**src/shared/udgc_pkg.sv**
```systemverilog
// Purpose: constants and types for the usb general control block
// Assumes: axi4-lite slave, 32-bit data, byte offsets below
// Notes: all register offsets are local choices
// Operation
// - system resets disable, reset controller; bus reset only resets it
// - bus end-of-reset resets state, stays enabled
// - reset state: enable clear, freeze set, suspended
// - direct access, address, speed writable in reset
// - macro enable bit 7 controls controller, buffers
// - separate general and endpoint interrupt requests
// - wake-up detected on line change without clock
// - other interrupt sources need running clock
// - eight enabled flag sources per endpoint
// - endpoint request; device register names endpoint
// - key registers stay accessible while frozen
// - only wake-up interrupt raised while frozen
// - freeze bit 5 gates clock, keeps flags
// - reserve inserts memory, shifts next endpoint up
// - disable keeps reservation; unreserve shifts next down
// - endpoint 0 data kept unless itself deactivated
// - same-parameter reactivation does not shift higher
// - config valid set even on overlap
// - suspend idles pad; non-idle event wakes it
// - disconnect bit idles pad; clearing reactivates
// - line drive needs enable; line read always
package udgc_pkg;
    localparam int          NUM_EP          = 5;
    localparam int          EP_SRC          = 8;
    localparam logic [7:0]  OFS_GEN_CTRL    = 8'h00;
    localparam logic [7:0]  OFS_DEV_CTRL    = 8'h04;
    localparam logic [7:0]  OFS_DEV_INT     = 8'h08;
    localparam logic [7:0]  OFS_DEV_INT_EN  = 8'h0c;
    localparam logic [7:0]  OFS_DP_ADDR     = 8'h10;
    localparam logic [7:0]  OFS_LINE        = 8'h14;
    localparam logic [7:0]  OFS_EP_SEL      = 8'h18;
    localparam logic [7:0]  OFS_EP_CFG      = 8'h1c;
    localparam logic [7:0]  OFS_EP_INT      = 8'h20;
    localparam logic [7:0]  OFS_EP_INT_EN   = 8'h24;
    localparam logic [7:0]  OFS_EP_BASE     = 8'h28;
    localparam logic [7:0]  OFS_EVENTS      = 8'h2c;
    localparam int          BIT_MACRO_EN    = 7;
    localparam int          BIT_FREEZE      = 5;
    localparam logic [7:0]  GEN_CTRL_RST    = 8'h20;
    localparam logic [7:0]  GEN_CTRL_MASK   = 8'ha0;
    localparam int          BIT_DETACH      = 0;
    localparam int          BIT_SUSP        = 0;
    localparam int          BIT_WAKE        = 4;
    localparam int          BIT_RST_END     = 3;
    localparam logic [7:0]  DEV_CTRL_RST    = 8'h01;
    localparam int          DP_ADDR_W       = 11;
    localparam int          BIT_DP_ACC      = 15;
    localparam int          SPD_LSB         = 12;
    localparam logic [1:0]  DRIVE_DIRECT    = 2'b10;
    localparam int          ADDR_W          = 8;
    localparam int          SIZE_UNIT       = 8;
    localparam logic [1:0]  RESP_OKAY       = 2'b00;
    localparam logic [1:0]  RESP_SLVERR     = 2'b10;
    typedef struct packed {
        logic       activate;
        logic       reserve;
        logic [2:0] size_code;
        logic       bank_two;
        logic       cfg_ok;
    } udgc_ep_cfg_type;
    typedef struct packed {
        logic [1:0] drive_mode;
        logic       dp_val;
        logic       dm_val;
    } udgc_line_type;
endpackage : udgc_pkg

```
**src/hw/udgc_ctrl.sv**
```systemverilog
// Purpose: general control of a full-speed usb device controller
// Assumes: one clock aclk 25 MHz, sync active-low aresetn, axi4-lite
// Notes: frozen clock modelled as an enable; wake-up caught from synchronised lines
//
// Our own choices: the AXI4-Lite interface to the registers and the register offsets.
`timescale 1ns/1ps
module udgc_ctrl #(
    parameter int NUM_EP = udgc_pkg::NUM_EP
) (
    input  wire logic                    aclk,
    input  wire logic                    aresetn,
    input  wire logic                    sys_reset_req,
    input  wire logic                    bus_reset_end,
    input  wire logic                    bus_suspend_det,
    input  wire logic [NUM_EP*8-1:0]     ep_events,
    input  wire logic                    dp_in,
    input  wire logic                    dm_in,
    output logic                         dp_out,
    output logic                         dm_out,
    output logic                         dp_oe,
    output logic                         dm_oe,
    output logic                         pad_idle,
    output logic                         ctrl_reset,
    output logic                         usb_clk_en,
    output logic                         irq_general,
    output logic                         irq_endpoint,
    input  wire logic [7:0]              s_axi_awaddr,
    input  wire logic                    s_axi_awvalid,
    output logic                         s_axi_awready,
    input  wire logic [31:0]             s_axi_wdata,
    input  wire logic [3:0]              s_axi_wstrb,
    input  wire logic                    s_axi_wvalid,
    output logic                         s_axi_wready,
    output logic [1:0]                   s_axi_bresp,
    output logic                         s_axi_bvalid,
    input  wire logic                    s_axi_bready,
    input  wire logic [7:0]              s_axi_araddr,
    input  wire logic                    s_axi_arvalid,
    output logic                         s_axi_arready,
    output logic [31:0]                  s_axi_rdata,
    output logic [1:0]                   s_axi_rresp,
    output logic                         s_axi_rvalid,
    input  wire logic                    s_axi_rready
);
    import udgc_pkg::*;

    logic [7:0]                gen_ctrl_r;
    logic [7:0]                dev_ctrl_r;
    logic [7:0]                dev_int_r;
    logic [7:0]                dev_int_en_r;
    logic [15:0]               dp_addr_r;
    udgc_line_type             line_r;
    logic [2:0]                ep_sel_r;
    udgc_ep_cfg_type           ep_cfg_r  [NUM_EP];
    logic [7:0]                ep_int_r  [NUM_EP];
    logic [7:0]                ep_ien_r  [NUM_EP];
    logic [7:0]                ep_base_r [NUM_EP];
    logic [1:0]                dp_sync_r;
    logic [1:0]                dm_sync_r;
    logic [1:0]                line_q_r;
    logic [1:0]                susp_sync_r;
    logic [1:0]                rst_end_sync_r;
    logic                      rst_end_q_r;
    logic                      aw_hold_r;
    logic                      w_hold_r;
    logic [7:0]                aw_addr_r;
    logic [31:0]               w_data_r;
    logic [3:0]                w_strb_r;
    logic                      macro_en;
    logic                      frozen;
    logic                      clk_run;
    logic                      rst_end_pulse;
    logic                      line_change;
    logic                      wr_fire;
    logic                      wr_lane0;
    logic [7:0]                wr_ofs;
    logic [7:0]                wr_byte;
    logic [NUM_EP-1:0]         ep_hit;
    logic [31:0]               rd_val;
    logic                      rd_ok;
    logic [7:0]                ep_size [NUM_EP];

    assign macro_en    = gen_ctrl_r[BIT_MACRO_EN];
    assign frozen      = gen_ctrl_r[BIT_FREEZE];
    assign clk_run     = macro_en && !frozen;
    assign usb_clk_en  = clk_run;
    assign ctrl_reset  = !macro_en || rst_end_pulse;
    assign line_change = line_q_r != {dp_sync_r[1], dm_sync_r[1]};
    assign rst_end_pulse = rst_end_sync_r[1] && !rst_end_q_r;

    // axi write channel capture in either order
    assign s_axi_awready = !aw_hold_r && !s_axi_bvalid;
    assign s_axi_wready  = !w_hold_r && !s_axi_bvalid;
    assign wr_fire       = aw_hold_r && w_hold_r && !s_axi_bvalid;
    assign wr_ofs        = aw_addr_r;
    assign wr_byte       = w_data_r[7:0];
    assign wr_lane0      = wr_fire && w_strb_r[0];

    always_ff @(posedge aclk) begin
        if (!aresetn) begin
            aw_hold_r <= 1'b0;
            w_hold_r  <= 1'b0;
            aw_addr_r <= 8'h00;
            w_data_r  <= 32'h0000_0000;
            w_strb_r  <= 4'h0;
        end else begin
            if (s_axi_awvalid && s_axi_awready) begin
                aw_hold_r <= 1'b1;
                aw_addr_r <= {s_axi_awaddr[7:2], 2'b00};
            end else if (wr_fire) begin
                aw_hold_r <= 1'b0;
            end
            if (s_axi_wvalid && s_axi_wready) begin
                w_hold_r <= 1'b1;
                w_data_r <= s_axi_wdata;
                w_strb_r <= s_axi_wstrb;
            end else if (wr_fire) begin
                w_hold_r <= 1'b0;
            end
        end
    end

    always_ff @(posedge aclk) begin
        if (!aresetn) begin
            s_axi_bvalid <= 1'b0;
            s_axi_bresp  <= RESP_OKAY;
        end else if (wr_fire) begin
            s_axi_bvalid <= 1'b1;
            s_axi_bresp  <= (wr_ofs > OFS_EVENTS) ? RESP_SLVERR : RESP_OKAY;
        end else if (s_axi_bready) begin
            s_axi_bvalid <= 1'b0;
        end
    end

    // line and bus input synchronisers
    always_ff @(posedge aclk) begin
        if (!aresetn) begin
            dp_sync_r   <= 2'b00;
            dm_sync_r   <= 2'b00;
            susp_sync_r <= 2'b00;
            rst_end_sync_r <= 2'b00;
            rst_end_q_r    <= 1'b0;
            line_q_r    <= 2'b00;
        end else begin
            dp_sync_r   <= {dp_sync_r[0], dp_in};
            dm_sync_r   <= {dm_sync_r[0], dm_in};
            susp_sync_r <= {susp_sync_r[0], bus_suspend_det};
            rst_end_sync_r <= {rst_end_sync_r[0], bus_reset_end};
            rst_end_q_r    <= rst_end_sync_r[1];
            line_q_r    <= {dp_sync_r[1], dm_sync_r[1]};
        end
    end

    // general control: enable and freeze; system reset disables
    always_ff @(posedge aclk) begin
        if (!aresetn || sys_reset_req) begin
            gen_ctrl_r <= GEN_CTRL_RST;
        end else if (wr_lane0 && wr_ofs == OFS_GEN_CTRL) begin
            gen_ctrl_r <= wr_byte & GEN_CTRL_MASK;
        end
    end

    // device control holds the disconnect bit; writable while frozen
    always_ff @(posedge aclk) begin
        if (!aresetn || sys_reset_req || !macro_en) begin
            dev_ctrl_r <= DEV_CTRL_RST;
        end else if (wr_lane0 && wr_ofs == OFS_DEV_CTRL) begin
            dev_ctrl_r <= wr_byte;
        end
    end

    // direct-access address, enable, speed survive controller reset
    always_ff @(posedge aclk) begin
        if (!aresetn || sys_reset_req) begin
            dp_addr_r <= 16'h0000;
        end else if (wr_fire && wr_ofs == OFS_DP_ADDR) begin
            if (w_strb_r[0]) dp_addr_r[7:0]  <= w_data_r[7:0];
            if (w_strb_r[1]) dp_addr_r[15:8] <= w_data_r[15:8];
        end
    end

    // device interrupt flags: set wins over clear
    always_ff @(posedge aclk) begin
        if (!aresetn || sys_reset_req || !macro_en) begin
            dev_int_r <= 8'h00;
        end else begin
            if (wr_lane0 && wr_ofs == OFS_DEV_INT) begin
                dev_int_r <= dev_int_r & wr_byte;
            end
            if (line_change) begin
                dev_int_r[BIT_WAKE] <= 1'b1;
            end
            if (clk_run && susp_sync_r[1]) begin
                dev_int_r[BIT_SUSP] <= 1'b1;
            end
            if (clk_run && rst_end_pulse) begin
                dev_int_r[BIT_RST_END] <= 1'b1;
            end
        end
    end

    always_ff @(posedge aclk) begin
        if (!aresetn || sys_reset_req || !macro_en) begin
            dev_int_en_r <= 8'h00;
        end else if (wr_lane0 && wr_ofs == OFS_DEV_INT_EN) begin
            dev_int_en_r <= wr_byte;
        end
    end

    // pad idles on suspend or detach, wakes on any line change unless detached
    always_ff @(posedge aclk) begin
        if (!aresetn || sys_reset_req || !macro_en) begin
            pad_idle <= 1'b1;
        end else if (dev_ctrl_r[BIT_DETACH]) begin
            pad_idle <= 1'b1;
        end else if (line_change) begin
            pad_idle <= 1'b0;
        end else if (dev_int_r[BIT_SUSP] && clk_run && susp_sync_r[1]) begin
            pad_idle <= 1'b1;
        end else if (!dev_int_r[BIT_SUSP]) begin
            pad_idle <= 1'b0;
        end
    end

    // direct line drive only accepted while enabled
    always_ff @(posedge aclk) begin
        if (!aresetn || sys_reset_req || !macro_en) begin
            line_r <= '0;
        end else if (wr_lane0 && wr_ofs == OFS_LINE) begin
            line_r <= wr_byte[7:4];
        end
    end
    assign dp_oe  = macro_en && line_r.drive_mode == DRIVE_DIRECT;
    assign dm_oe  = dp_oe;
    assign dp_out = line_r.dp_val;
    assign dm_out = line_r.dm_val;

    always_ff @(posedge aclk) begin
        if (!aresetn || ctrl_reset) begin
            ep_sel_r <= 3'h0;
        end else if (clk_run && wr_lane0 && wr_ofs == OFS_EP_SEL) begin
            ep_sel_r <= wr_byte[2:0];
        end
    end

    // per-endpoint config, flags, enables and memory base
    generate
        for (genvar e = 0; e < NUM_EP; e++) begin : g_ep
            logic sel_wr;
            assign ep_hit[e]  = ep_sel_r == 3'(e);
            assign sel_wr     = clk_run && wr_lane0 && ep_hit[e];
            assign ep_size[e] = 8'(SIZE_UNIT) << ep_cfg_r[e].size_code;

            always_ff @(posedge aclk) begin
                if (!aresetn || ctrl_reset) begin
                    ep_cfg_r[e] <= '0;
                end else if (sel_wr && wr_ofs == OFS_EP_CFG) begin
                    ep_cfg_r[e].activate  <= wr_byte[0];
                    ep_cfg_r[e].reserve   <= wr_byte[1];
                    ep_cfg_r[e].size_code <= wr_byte[6:4];
                    ep_cfg_r[e].bank_two  <= wr_byte[2];
                    ep_cfg_r[e].cfg_ok    <= wr_byte[1];
                end
            end

            // base follows previous endpoint; only the next one slides
            if (e == 0) begin : g_base0
                assign ep_base_r[e] = 8'h00;
            end else begin : g_basen
                logic below_wr_r;
                // moves only right after the endpoint below is reconfigured
                always_ff @(posedge aclk) begin
                    if (!aresetn || ctrl_reset) begin
                        ep_base_r[e] <= 8'h00;
                        below_wr_r   <= 1'b0;
                    end else begin
                        below_wr_r <= clk_run && wr_lane0 && ep_hit[e-1] && wr_ofs == OFS_EP_CFG;
                        if (below_wr_r && ep_cfg_r[e-1].reserve) begin
                            ep_base_r[e] <= 8'(ep_base_r[e-1] + (ep_size[e-1] << ep_cfg_r[e-1].bank_two));
                        end else if (below_wr_r) begin
                            ep_base_r[e] <= ep_base_r[e-1];
                        end
                    end
                end
            end

            always_ff @(posedge aclk) begin
                if (!aresetn || ctrl_reset) begin
                    ep_ien_r[e] <= 8'h00;
                end else if (sel_wr && wr_ofs == OFS_EP_INT_EN) begin
                    ep_ien_r[e] <= wr_byte;
                end
            end

            always_ff @(posedge aclk) begin
                if (!aresetn || ctrl_reset) begin
                    ep_int_r[e] <= 8'h00;
                end else begin
                    if (sel_wr && wr_ofs == OFS_EP_INT) begin
                        ep_int_r[e] <= ep_int_r[e] & wr_byte;
                    end
                    for (int s = 0; s < EP_SRC; s++) begin
                        if (clk_run && ep_events[e*EP_SRC+s]) begin
                            ep_int_r[e][s] <= 1'b1;
                        end
                    end
                end
            end
        end
    endgenerate

    // endpoint and general requests
    always_ff @(posedge aclk) begin
        if (!aresetn) begin
            irq_endpoint <= 1'b0;
            irq_general  <= 1'b0;
        end else begin
            irq_endpoint <= 1'b0;
            for (int e = 0; e < NUM_EP; e++) begin
                if (|(ep_int_r[e] & ep_ien_r[e]) && !frozen) begin
                    irq_endpoint <= 1'b1;
                end
            end
            irq_general <= frozen ? (dev_int_r[BIT_WAKE] && dev_int_en_r[BIT_WAKE])
                                  : |(dev_int_r & dev_int_en_r);
        end
    end

    // read mux; frozen registers stay readable
    always_comb begin
        rd_val = 32'h0000_0000;
        rd_ok  = 1'b1;
        unique case (s_axi_araddr[7:2])
            OFS_GEN_CTRL[7:2]:   rd_val[7:0]  = gen_ctrl_r;
            OFS_DEV_CTRL[7:2]:   rd_val[7:0]  = dev_ctrl_r;
            OFS_DEV_INT[7:2]:    rd_val[7:0]  = dev_int_r;
            OFS_DEV_INT_EN[7:2]: rd_val[7:0]  = dev_int_en_r;
            OFS_DP_ADDR[7:2]:    rd_val[15:0] = dp_addr_r;
            OFS_LINE[7:2]:       rd_val[7:0]  = {line_r, 2'b00, dp_sync_r[1], dm_sync_r[1]};
            OFS_EP_SEL[7:2]:     rd_val[2:0]  = ep_sel_r;
            OFS_EP_CFG[7:2]:     rd_val[7:0]  = {1'b0, ep_cfg_r[ep_sel_r].size_code, ep_cfg_r[ep_sel_r].cfg_ok,
                                                 ep_cfg_r[ep_sel_r].bank_two, ep_cfg_r[ep_sel_r].reserve,
                                                 ep_cfg_r[ep_sel_r].activate};
            OFS_EP_INT[7:2]:     rd_val[7:0]  = ep_int_r[ep_sel_r];
            OFS_EP_INT_EN[7:2]:  rd_val[7:0]  = ep_ien_r[ep_sel_r];
            OFS_EP_BASE[7:2]:    rd_val[7:0]  = ep_base_r[ep_sel_r];
            OFS_EVENTS[7:2]: begin
                for (int e = 0; e < NUM_EP; e++) begin
                    rd_val[e] = |(ep_int_r[e] & ep_ien_r[e]);
                end
            end
            default:             rd_ok        = 1'b0;
        endcase
        if (ep_sel_r >= 3'(NUM_EP) && s_axi_araddr[7:2] >= OFS_EP_CFG[7:2]
            && s_axi_araddr[7:2] <= OFS_EP_BASE[7:2]) begin
            rd_val = 32'h0000_0000;
        end
    end

    assign s_axi_arready = !s_axi_rvalid;
    always_ff @(posedge aclk) begin
        if (!aresetn) begin
            s_axi_rvalid <= 1'b0;
            s_axi_rdata  <= 32'h0000_0000;
            s_axi_rresp  <= RESP_OKAY;
        end else if (s_axi_arvalid && s_axi_arready) begin
            s_axi_rvalid <= 1'b1;
            s_axi_rdata  <= rd_val;
            s_axi_rresp  <= rd_ok ? RESP_OKAY : RESP_SLVERR;
        end else if (s_axi_rready) begin
            s_axi_rvalid <= 1'b0;
        end
    end

    a_enable_reset: assert property (@(posedge aclk) disable iff (!aresetn)
        sys_reset_req |=> !gen_ctrl_r[BIT_MACRO_EN] && gen_ctrl_r[BIT_FREEZE])
        else $error("system reset did not disable controller");
    a_rst_end_en: assert property (@(posedge aclk) disable iff (!aresetn)
        (rst_end_pulse && macro_en && !sys_reset_req && !wr_fire) |=> macro_en)
        else $error("bus reset dropped enable");
    a_frozen_ep_irq: assert property (@(posedge aclk) disable iff (!aresetn)
        $past(frozen) |-> !irq_endpoint)
        else $error("endpoint request while frozen");
    a_drive_needs_en: assert property (@(posedge aclk) disable iff (!aresetn)
        dp_oe |-> macro_en)
        else $error("line driven while disabled");
    a_detach_idle: assert property (@(posedge aclk) disable iff (!aresetn)
        dev_ctrl_r[BIT_DETACH] |=> pad_idle)
        else $error("pad active while detached");
    a_wake_flag: assert property (@(posedge aclk) disable iff (!aresetn)
        (line_change && macro_en && !sys_reset_req) |=> dev_int_r[BIT_WAKE])
        else $error("wake flag missed");
    a_ep_request: assert property (@(posedge aclk) disable iff (!aresetn)
        (|(ep_int_r[0] & ep_ien_r[0]) && !frozen) |=> irq_endpoint)
        else $error("endpoint request missing");
    a_dp_addr_keep: assert property (@(posedge aclk) disable iff (!aresetn)
        (!macro_en && !sys_reset_req && !(wr_fire && wr_ofs == OFS_DP_ADDR)) |=> $stable(dp_addr_r))
        else $error("direct address lost in reset");
    c_enable: cover property (@(posedge aclk) disable iff (!aresetn) $rose(macro_en));
    c_freeze_wake: cover property (@(posedge aclk) disable iff (!aresetn) frozen && irq_general);
    c_ep_irq: cover property (@(posedge aclk) disable iff (!aresetn) $rose(irq_endpoint));
endmodule : udgc_ctrl

```
**config.mk**
```make
export PLATFORM = sky130hd
export DESIGN_NAME = udgc_ctrl
export DESIGN_NICKNAME = d
export VERILOG_FILES = /design/src/shared/udgc_pkg.sv /design/src/hw/udgc_ctrl.sv
export SDC_FILE = /design/constraint.sdc
export NUM_CORES = 1
export LEC_CHECK = 0
export ABC_AREA = 1
export BUFFER_PORTS_ARGS = -buffer_cell sky130_fd_sc_hd__buf_2
export CAP_MARGIN = 15
export CORE_MARGIN = 2
export CORE_UTILIZATION = 30
export CTS_CLUSTER_DIAMETER = 100
export DETAILED_ROUTE_END_ITERATION = 8
export SETUP_SLACK_MARGIN = 0.1
export SLEW_MARGIN = 20
export SYNTH_ARGS = -nofsm -noshare
export SYNTH_HDL_FRONTEND = slang
export SYNTH_SLANG_ARGS = --single-unit
```
**constraint.sdc**
```tcl
create_clock -name aclk -period 4.3 [get_ports aclk]
set_input_delay 1.29 -clock aclk [delete_from_list [all_inputs] [get_ports aclk]]
set_output_delay 1.29 -clock aclk [all_outputs]
set_load 0.005 [all_outputs]
```
### Yosys cells after proc, flatten, opt, wreduce, memory -nomap -nowiden

Memory sizes are Yosys's and may differ from the RTL's. A register that Yosys moved wholly into a read port is not among the register bits.
Index checks and enable logic that the tools add are counted.

| word-level totals | value |
|---|---|
| flip-flop bits (word level) | 163 |
| RAM bits | 115 |
| output and inout port bits | 50 |
| logic and storage cells | 592 |
| memories | 3 |

| operators by class | value |
|---|---|
| add/subtract/negate cells | 3 |
| order comparisons | 5 |
| equal/unequal tests | 27 |
| shifts and indexed selects | 8 |
| muxes and demuxes | 287 |
| bitwise gates (word level) | 88 |
| reduce and logical (&&, ||, !) cells | 131 |

Memories:

| memory | words | width | read ports | clocked after memory_dff | wr ports | line | source |
|---|---|---|---|---|---|---|---|
| ep_ien_r | 5 | 8 | 6 | 1 | 5 | udgc_ctrl.sv:56 | `logic [7:0] ep_ien_r [NUM_EP];` |
| ep_int_r | 5 | 8 | 6 | 1 | 5 | udgc_ctrl.sv:55 | `logic [7:0] ep_int_r [NUM_EP];` |
| ep_cfg_r | 5 | 7 | 5 | 1 | 5 | udgc_ctrl.sv:54 | `udgc_ep_cfg_type ep_cfg_r [NUM_EP];` |

Operators by type and width:

| cell | count |
|---|---|
| 1-bit two-way mux | 247 |
| 8-bit two-way mux | 21 |
| 8-bit AND | 12 |
| 1-bit logical AND | 95 |
| 1-bit OR | 75 |
| 6-bit by 3-bit == test with 1-bit output, second input constant | 8 |
| 8-bit OR reduction | 6 |
| 6-bit by 4-bit == test with 1-bit output, second input constant | 6 |
| 3-bit two-way mux | 11 |
| 3-bit case mux with 11 select lines | 1 |
| 4-bit by 3-bit left shift with 8-bit output, first input constant | 4 |
| 8-bit by 1-bit left shift with 8-bit output | 4 |
| 3-bit case mux with 10 select lines | 1 |
| 8-bit adder | 3 |
| 8-bit binary-select mux with 3-bit select | 1 |
| 6-bit by 2-bit == test with 1-bit output, second input constant | 4 |
| 2-bit nonzero test | 11 |
| 2-bit case mux with 10 select lines | 1 |
| 16-bit two-way mux | 1 |
| 6-bit by 1-bit == test with 1-bit output, second input constant | 2 |
| 12-bit OR reduction | 1 |
| 8-bit by 6-bit greater-than comparator with 1-bit output, second input constant | 1 |
| 1-bit zero test | 8 |
| 8-bit zero test | 1 |
| 18 further kinds | 24 |

### Longest topological paths before layout

Gate-level depths: netlist (run 1).

| logic depth | value |
|---|---|
| word-level depth | 11 |
| gate-level depth with buffers | 16 |

### Worst setup path before layout (run 1)

No wires, ideal clock.

| path | value |
|---|---|
| path kind | input -> register |
| start point | in aresetn |
| end point | mem ep_ien_r[0][0], enable pin |
| library setup time | 0.297 ns |
| data arrival time | 2.272 ns |
| data required time | 4.003 ns |
| path slack | 1.731 ns |
| cell stages on the path | 6 |
| buffers on the path | 3 |
| cells stage by stage | inv_1 > nor2_1 > buf_2 > buf_2 > buf_2 > nand2_1 |

RTL lines:

| item | line | source |
|---|---|---|
| start: declaration | udgc_ctrl.sv:11 | `input wire logic aresetn,` |
| end: declaration | udgc_ctrl.sv:56 |  |

### Final worst setup path (run 1)

| path | value |
|---|---|
| start point | in aresetn |
| end point | reg line_r, in the netlist dm_out |

| on the way | value |
|---|---|
| word-level cells in the longest chain between the ends | 3 |

Ends and longest elaborated chain:

| item | line | source |
|---|---|---|
| 1-bit zero test | - |  |
| 1-bit logical OR (2 in a row) | udgc_ctrl.sv:227 | `if (!aresetn \|\| sys_reset_req \|\| !macro_en) begin` |
| end signal: assignment | udgc_ctrl.sv:230 | `line_r <= wr_byte[7:4];` |
| end: declaration | udgc_ctrl.sv:52 | `udgc_line_type line_r;` |

No other way between the ends.
A chain may end at the register's enable or synchronous reset.

==> results of run 1 <==
-- power by group through the flow --
| stage | sequential [mW] | combinational, mW | clock, mW |
|---|---|---|---|
| after global routing | 2.50 | 0.266 | 2.69 |
| after detailed placement | 2.55 | 0.237 | 0 |
| after CTS | 2.50 | 0.238 | 2.61 |
| after global placement | 2.55 | 0.234 | 0 |
| after floorplan | 2.52 | 0.146 | 0 |
| final | 2.50 | 0.241 | 2.58 |
-- path summary, 6_finish.rpt --
kind / startpoint / end / slack (ns) / cells after the start
max reg2reg: gen_ctrl_r[7] / ep_int_r[1][0] / 1.68 / 9
max: aresetn / dm_out / 1.35 / 7
min: rst_end_sync_r[0] / rst_end_sync_r[1] / 0.41 / 2
min reg2reg: rst_end_sync_r[0] / rst_end_sync_r[1] / 0.41 / 2
-- Yosys cell counts (12+ instances only) --
cell      count  area (µm²)
ha_1         12       150.1
o21ai_0     131       655.6
dfxtp_1     136        2723
edfxtp_1    110        3303
buf_2        18       90.09
inv_1       152       570.6
nor2_2       13       81.33
a21oi_1      83       415.4
o32ai_1      32       280.3
clkbuf_1     44       165.2
nor2_1      242       908.4
buf_4        21       157.7
nand3_1     126       630.6
nand2_1     517        1941
-- per-stage QoR --
| stage | power, mW | instance area (µm²) | util [%] | setup slack (ns) | hold slack, ns |
|---|---|---|---|---|---|
| 2_1_floorplan | 2.666 | 12850 | - | 1.731 | 0.3905 |
| 3_3_place_gp | 2.781 | 13760 | 32.74 | 0.8095 | 0.3966 |
| 3_5_place_dp | 2.784 | 13760 | 32.74 | 0.8321 | 0.3999 |
| 4_1_cts | 5.340 | 14760 | 35.11 | 1.394 | 0.4141 |
| 5_1_grt | 5.450 | 14770 | 35.13 | 1.139 | 0.4473 |
| 6_report | 5.313 | 14770 | 35.13 | 1.349 | 0.4109 |
-- layout make-up --
cell class	count	area [µm²]	area share, %
well taps	539	674.4	4.566
clock inverters	13	203.9	1.381
clock buffers	37	794.5	5.379
inverters	162	608.1	4.117
multi-input cells	1254	5801	39.27
repair buffers	126	663.1	4.490
flip-flops and latches	246	6026	40.80
-- per-layer routing --
| metal | vias up | routed length, µm | global-route usage, % |
|---|---|---|---|
| met4 | 0 | 844 | 4.225 |
| met3 | 50 | 2043 | 1.833 |
| met1 | 5563 | 17350 | 23.00 |
| met2 | 356 | 18950 | 30.25 |
| li1 | 5805 | - | - |
| met5 | - | 0 | 0 |
-- registers in the layout (all words and copies together), names as in the netlist, 3 cells and up, named ones only --
signal,count
dev_int_r,8
aw_addr_r,6
g_ep.g_basen.below_wr_r,4
dp_addr_r,16
ep_int_r,40
ep_sel_r,3
w_data_r,16
ep_cfg_r,30
ep_ien_r,40
s_axi_rdata,16
ep_base_r,20
dev_ctrl_r,8
dev_int_en_r,8
-- cells in the final DEF (no fill, tap or decap), types with 4 or more instances in the layout --
cell type,count
o211ai_1,5
clkinvlp_4,4
clkbuf_16,28
nor2_2,13
a21oi_1,83
nor2_1,241
nor3_1,9
ha_1,12
clkinv_1,5
or2_2,5
nand4_1,5
inv_2,5
dfxtp_1,136
edfxtp_1,110
conb_1,18
inv_1,152
o21ai_0,131
a211oi_1,9
o32ai_1,32
nand2_1,517
nand3_1,126
bufinv_16,5
nor2_4,4
buf_2,113
buf_4,13
a31oi_1,11
clkbuf_8,6
-- worst register-to-register path, cell delays in order, from the launching register on --
cell     delay (ns)
dfxtp_1        0.37
inv_1          0.16
nor2_1         0.15
inv_1          0.09
nor2_4         0.34
buf_4          0.46
nand2_1        0.14
inv_1          0.20
nand2_1        0.26
o32ai_1        0.22
-- logic make-up after synthesis --
logic type,count (synthesis),synth area share (%)
DFF,246,47.14
AOI/OAI and AO/OA,281,12.55
other,1,0.02934
adders and majority gates,15,1.644
and+or+nand+nor,935,30.19
buffers and inverters,249,8.105
xor gates and xnor gates,5,0.3427
==> metrics.yaml, run 1 <==
ctsResizeCount: 0
cts_htree_levels: 1
swShare_pct: 22.60
peakVddDrop_v: 0.0002270
ys_ff_latch: 246
final_antenna_net_count: 0
worstPathArrival_ns: 3.41
slew_viol_final: 0
cp_slowest_stage_delay_ns: 0.51
setup_tns_ns: 0
intPower_mw: 4.113
place_inst: 2327
cts_sinks: 246
finClkSkew_ns: 0.03099
clkPwrFrac_pct: 48.5
grt_usage_pct: 17.33
crit_path_top_delay_cell: "nor2_2"
routed_wl_mm: 39.19
syn_area_mm2: 0.01278
criticalPathCategory: "in -> reg"
grt_pass1_vias: 11040
start_util_pct: 30.40
vias_per_cell: 4.953
cts_hold_buf: 0
yosysWarningCount: 0
cp_data_required_time_ns: 4.76
clk_path_buf_depth: 3
power_leakage_nw: 6.273
rows: 75
post-dp-hpwl_mm: 28.62
worstHoldPathType: "reg -> reg"
gp_congestion: 0.9672
ys_seq_area_share_pct: 47.14
grt_overflow_total: 0
synth_edf_count: 110
path_delay_family: "simple AND/OR/NAND/NOR gates"
core_area_mm2: 0.04204
clock-root-buffer: "clkbuf_16"
fillers: 4436
syn_inst: 1732
rsz0062_at_grt: "false"
synthDistinctLibCells: 47
layout.cells.non_filler: 2377
worstPathCellList: "buf_2 -> inv_1 -> nor2_2 -> inv_1 -> nor2_2 -> inv_1 -> a211oi_1"
first_pass_iters: 5
pwr-share-comb_pct: 4.5
drive_gt1_share_pct: 11.48
p_seq_share_pct: 47.0
clkTransAtPathRegs_ns: 0.06
endpoint_kind: "register"
finalCritPeriodShare_pct: 68.62
startpoint_type: "input pin"
die_x_um: 210.4
finalSetupViolations: 0
worst_pin_slew_ns: 1.094
grt_antenna_before_repair: 0
ys.flop_type: "dfxtp_1"
power.density_mw_per_mm2: 359.7
die_area_mm2: 0.04427
grt_pass1_wl_mm: 60.60
cts_tree: "built"
vias: 11770
grt_max_degree: 65
maxCapViolCount: 0
crit_buf_inv: 4
port_buffers: 113
crit_top_cell: "inv_1"
io-pin-count: 154
area_growth_pct: 15.55
first_iter_violations: 1071
die_y_um: 210.4
layout.nets: 1936
syn_area_per_cell_um2: 7.380
route.detailed.drc: 0
post_cts_buffers: 0
fmax_mhz: 338.9
status: "finished, final reports clean"
clk_latency_ns: 0.55
wl_per_cell_um: 16.49
hold_viol: 0
fin_crit_ns: 2.951
critPathMaxFanout: 17
switchingPower_mw: 1.201
diodes: 0
numCtsBuffers: 27
async_flop_share_pct: 0
slew_headroom_pct: 26.80
No activity file was read; power rests on OpenSTA's default activity.
==> run 2: changes to the inputs <==
==> constraint.sdc (replaced) <==
create_clock -name aclk -period 3.1 [get_ports aclk]
set_input_delay 0.93 -clock aclk [delete_from_list [all_inputs] [get_ports aclk]]
set_output_delay 0.93 -clock aclk [all_outputs]
set_load 0.005 [all_outputs]
==> run 2 against run 1 <==
Sequential cell count unchanged. Critical path type is now reg -> out. Clock power rose by 16%. Global-route usage shrank 0.093 points. Routed wire length is 0.51% lower. Non-clock buffer count up 7. Die area is the same. Sequential share of layout area up 0.36 points. Highest routed layer is now met5. Final area shrank 0.87%. Power rose by 27%. Clock-buffer cell count rose by 5.
==> metrics.yaml, run 2 (synthesis gave the netlist of run 1 again) <==
io-pin-count: 154  # unchanged
die_x_um: 210.4  # unchanged
placed_area_mm2: 0.01383  # was 0.01376 mm²
intPower_mw: 5.211  # was 4.113 mW
finalCritPeriodShare_pct: 80.28
switchingPower_mw: 1.563  # was 1.201 mW
port_buffers: 113  # unchanged
finClkSkew_ns: 0.02025  # was 0.03099 ns
numCtsBuffers: 26  # was 27
post_cts_buffers: 0  # unchanged
first_pass_iters: 5  # unchanged
layout.cells.non_filler: 2380  # was 2377
cts_tree: "built"  # unchanged
rsz0062_at_grt: "false"  # unchanged
power.density_mw_per_mm2: 462.6  # was 359.7 mW/mm²
vias: 11840  # was 11770
clkTransAtPathRegs_ns: 0.06  # about the same
drive_gt1_share_pct: 11.24  # was 11.48%
grt_pass1_wl_mm: 60.04  # was 60.60 mm
grt_pass1_vias: 10910  # was 11040
pwr-share-comb_pct: 4.9  # was 4.5%
clk_latency_ns: 0.55  # about the same
start_util_pct: 30.40  # unchanged
gp_congestion: 0.9630  # was 0.9672
cp_data_required_time_ns: 2.17  # was 4.76 ns
die_y_um: 210.4  # unchanged
first_iter_violations: 931  # was 1071
startpoint_type: "register"  # was input pin
criticalPathCategory: "reg -> out"  # was in -> reg
diodes: 0  # unchanged
final_common_cell: "nand2_1"  # unchanged
worst_pin_slew_ns: 0.9111  # was 1.094 ns
layout_common_cells: "517 x nand2_1, 241 x nor2_1, 152 x inv_1"  # unchanged
finalSetupViolations: 0  # unchanged
slew_viol_final: 0  # unchanged
fmax_mhz: 401.8
peakVddDrop_v: 0.0002731  # was 0.0002270 V
slew_headroom_pct: 39.19  # was 26.80%
post-dp-hpwl_mm: 28.74  # was 28.62 mm
vias_per_cell: 4.973  # was 4.953
rows: 75  # unchanged
clock-root-buffer: "clkbuf_16"  # unchanged
wl_per_cell_um: 16.38  # was 16.49 µm
design_area_mm2: 0.01464  # was 0.01477 mm²
worstHoldPathType: "reg -> reg"  # unchanged
grt_usage_pct: 17.24  # was 17.33%
core_area_mm2: 0.04204  # unchanged
maxCapViolCount: 0  # unchanged
largestRegisters: "ep_ien_r (40), ep_int_r (40), ep_cfg_r (30)"  # unchanged
endpoint_kind: "output pin"  # was register
fin_crit_ns: 2.489
swShare_pct: 23.07  # was 22.60%
area_growth_pct: 14.55  # was 15.55%
die_area_mm2: 0.04427  # unchanged
grt_antenna_before_repair: 1  # was 0
place_inst: 2334  # was 2327
cts_sinks: 246  # unchanged
critPathMaxFanout: 14  # was 17
routed_wl_mm: 38.99  # was 39.19 mm
final_antenna_net_count: 0  # unchanged
cts_htree_levels: 1  # unchanged
route.detailed.drc: 0  # unchanged
grt_max_degree: 65  # unchanged
clk_path_buf_depth: 3  # unchanged
worst_hold_slack_ns: 0.4098  # was 0.4109 ns
power_leakage_nw: 6.224  # was 6.273 nW
p_seq_share_pct: 51.1  # was 47.0%
worstPathArrival_ns: 1.56  # was 3.41 ns
hold_viol: 0  # unchanged
grt_overflow_total: 0  # unchanged
status: "finished, final reports clean"  # unchanged
setup_tns_ns: 0  # unchanged
ctsResizeCount: 0  # unchanged
layout.nets: 1942  # was 1936
clkPwrFrac_pct: 44.0  # was 48.5%
cts_hold_buf: 0  # unchanged
==> run 2: cell types whose count changed in the layout (fill, tap and decap cells not counted), moves of 2 or more <==
| cell | before | now |
|---|---|---|
| clkinvlp_4 | 4 | 1 |
| clkbuf_16 | 28 | 26 |
| buf_4 | 13 | 19 |
| clkinv_2 | 3 | 1 |
| clkbuf_1 | 3 | 9 |
| bufinv_16 | 5 | 0 |
==> run 2: path summary, 6_finish.rpt <==
path              cells past startpoint           start        endpoint  slack [ns]
setup / recovery                      4   gen_ctrl_r[7]      usb_clk_en        0.61
hold / removal                        2  susp_sync_r[0]  susp_sync_r[1]        0.41
setup reg to reg                     14  ep_cfg_r[1][2]   ep_base_r[23]        0.81
hold reg to reg                       2  susp_sync_r[0]  susp_sync_r[1]        0.41
==> run 2: power groups by stage <==
stage,Combinational [mW],Sequential [mW],Clock (mW)
floorplan,0.202,3.50,0
global placement,0.328,3.53,0
detailed placement,0.331,3.53,0
CTS,0.333,3.46,3.02
global route,0.369,3.46,3.16
finish,0.334,3.46,2.98
==> run 2: final cells by class <==
type                       count  area (µm²)
sequential                   246        6026
timing repair buffer         133       728.2
multi-input combinational   1254        5792
clock buffer                  42       780.7
clock inverter                 4       32.53
tap                          539       674.4
fill                        4445       27400
inverter                     162       608.1
==> run 2: per-stage QoR <==
stage | power, mW | setup WS, ns | utilization (%)
after floorplan | 3.698 | 0.8910 | -
after global placement | 3.860 | 0.4735 | 32.89
after detailed placement | 3.865 | 0.4589 | 32.89
after CTS | 6.816 | 0.5972 | 34.83
after global routing | 6.993 | 0.5126 | 34.83
final | 6.773 | 0.6114 | 34.83
==> run 2: worst max-delay path, stage by stage, from the launching register on <==
cell and delay (ns):
dfxtp_1 0.35, inv_1 0.14, nor2_2 0.11, buf_4 0.24, buf_2 0.16
==> run 2: per-layer routing <==
| layer | GRT usage [%] | vias to the layer above | routed length [µm] |
|---|---|---|---|
| li1 | - | 5833 | - |
| met1 | 22.36 | 5509 | 16770 |
| met2 | 29.66 | 429 | 18820 |
| met3 | 2.369 | 63 | 2444 |
| met4 | 5.561 | 2 | 949 |
| met5 | 0 | - | 12 |
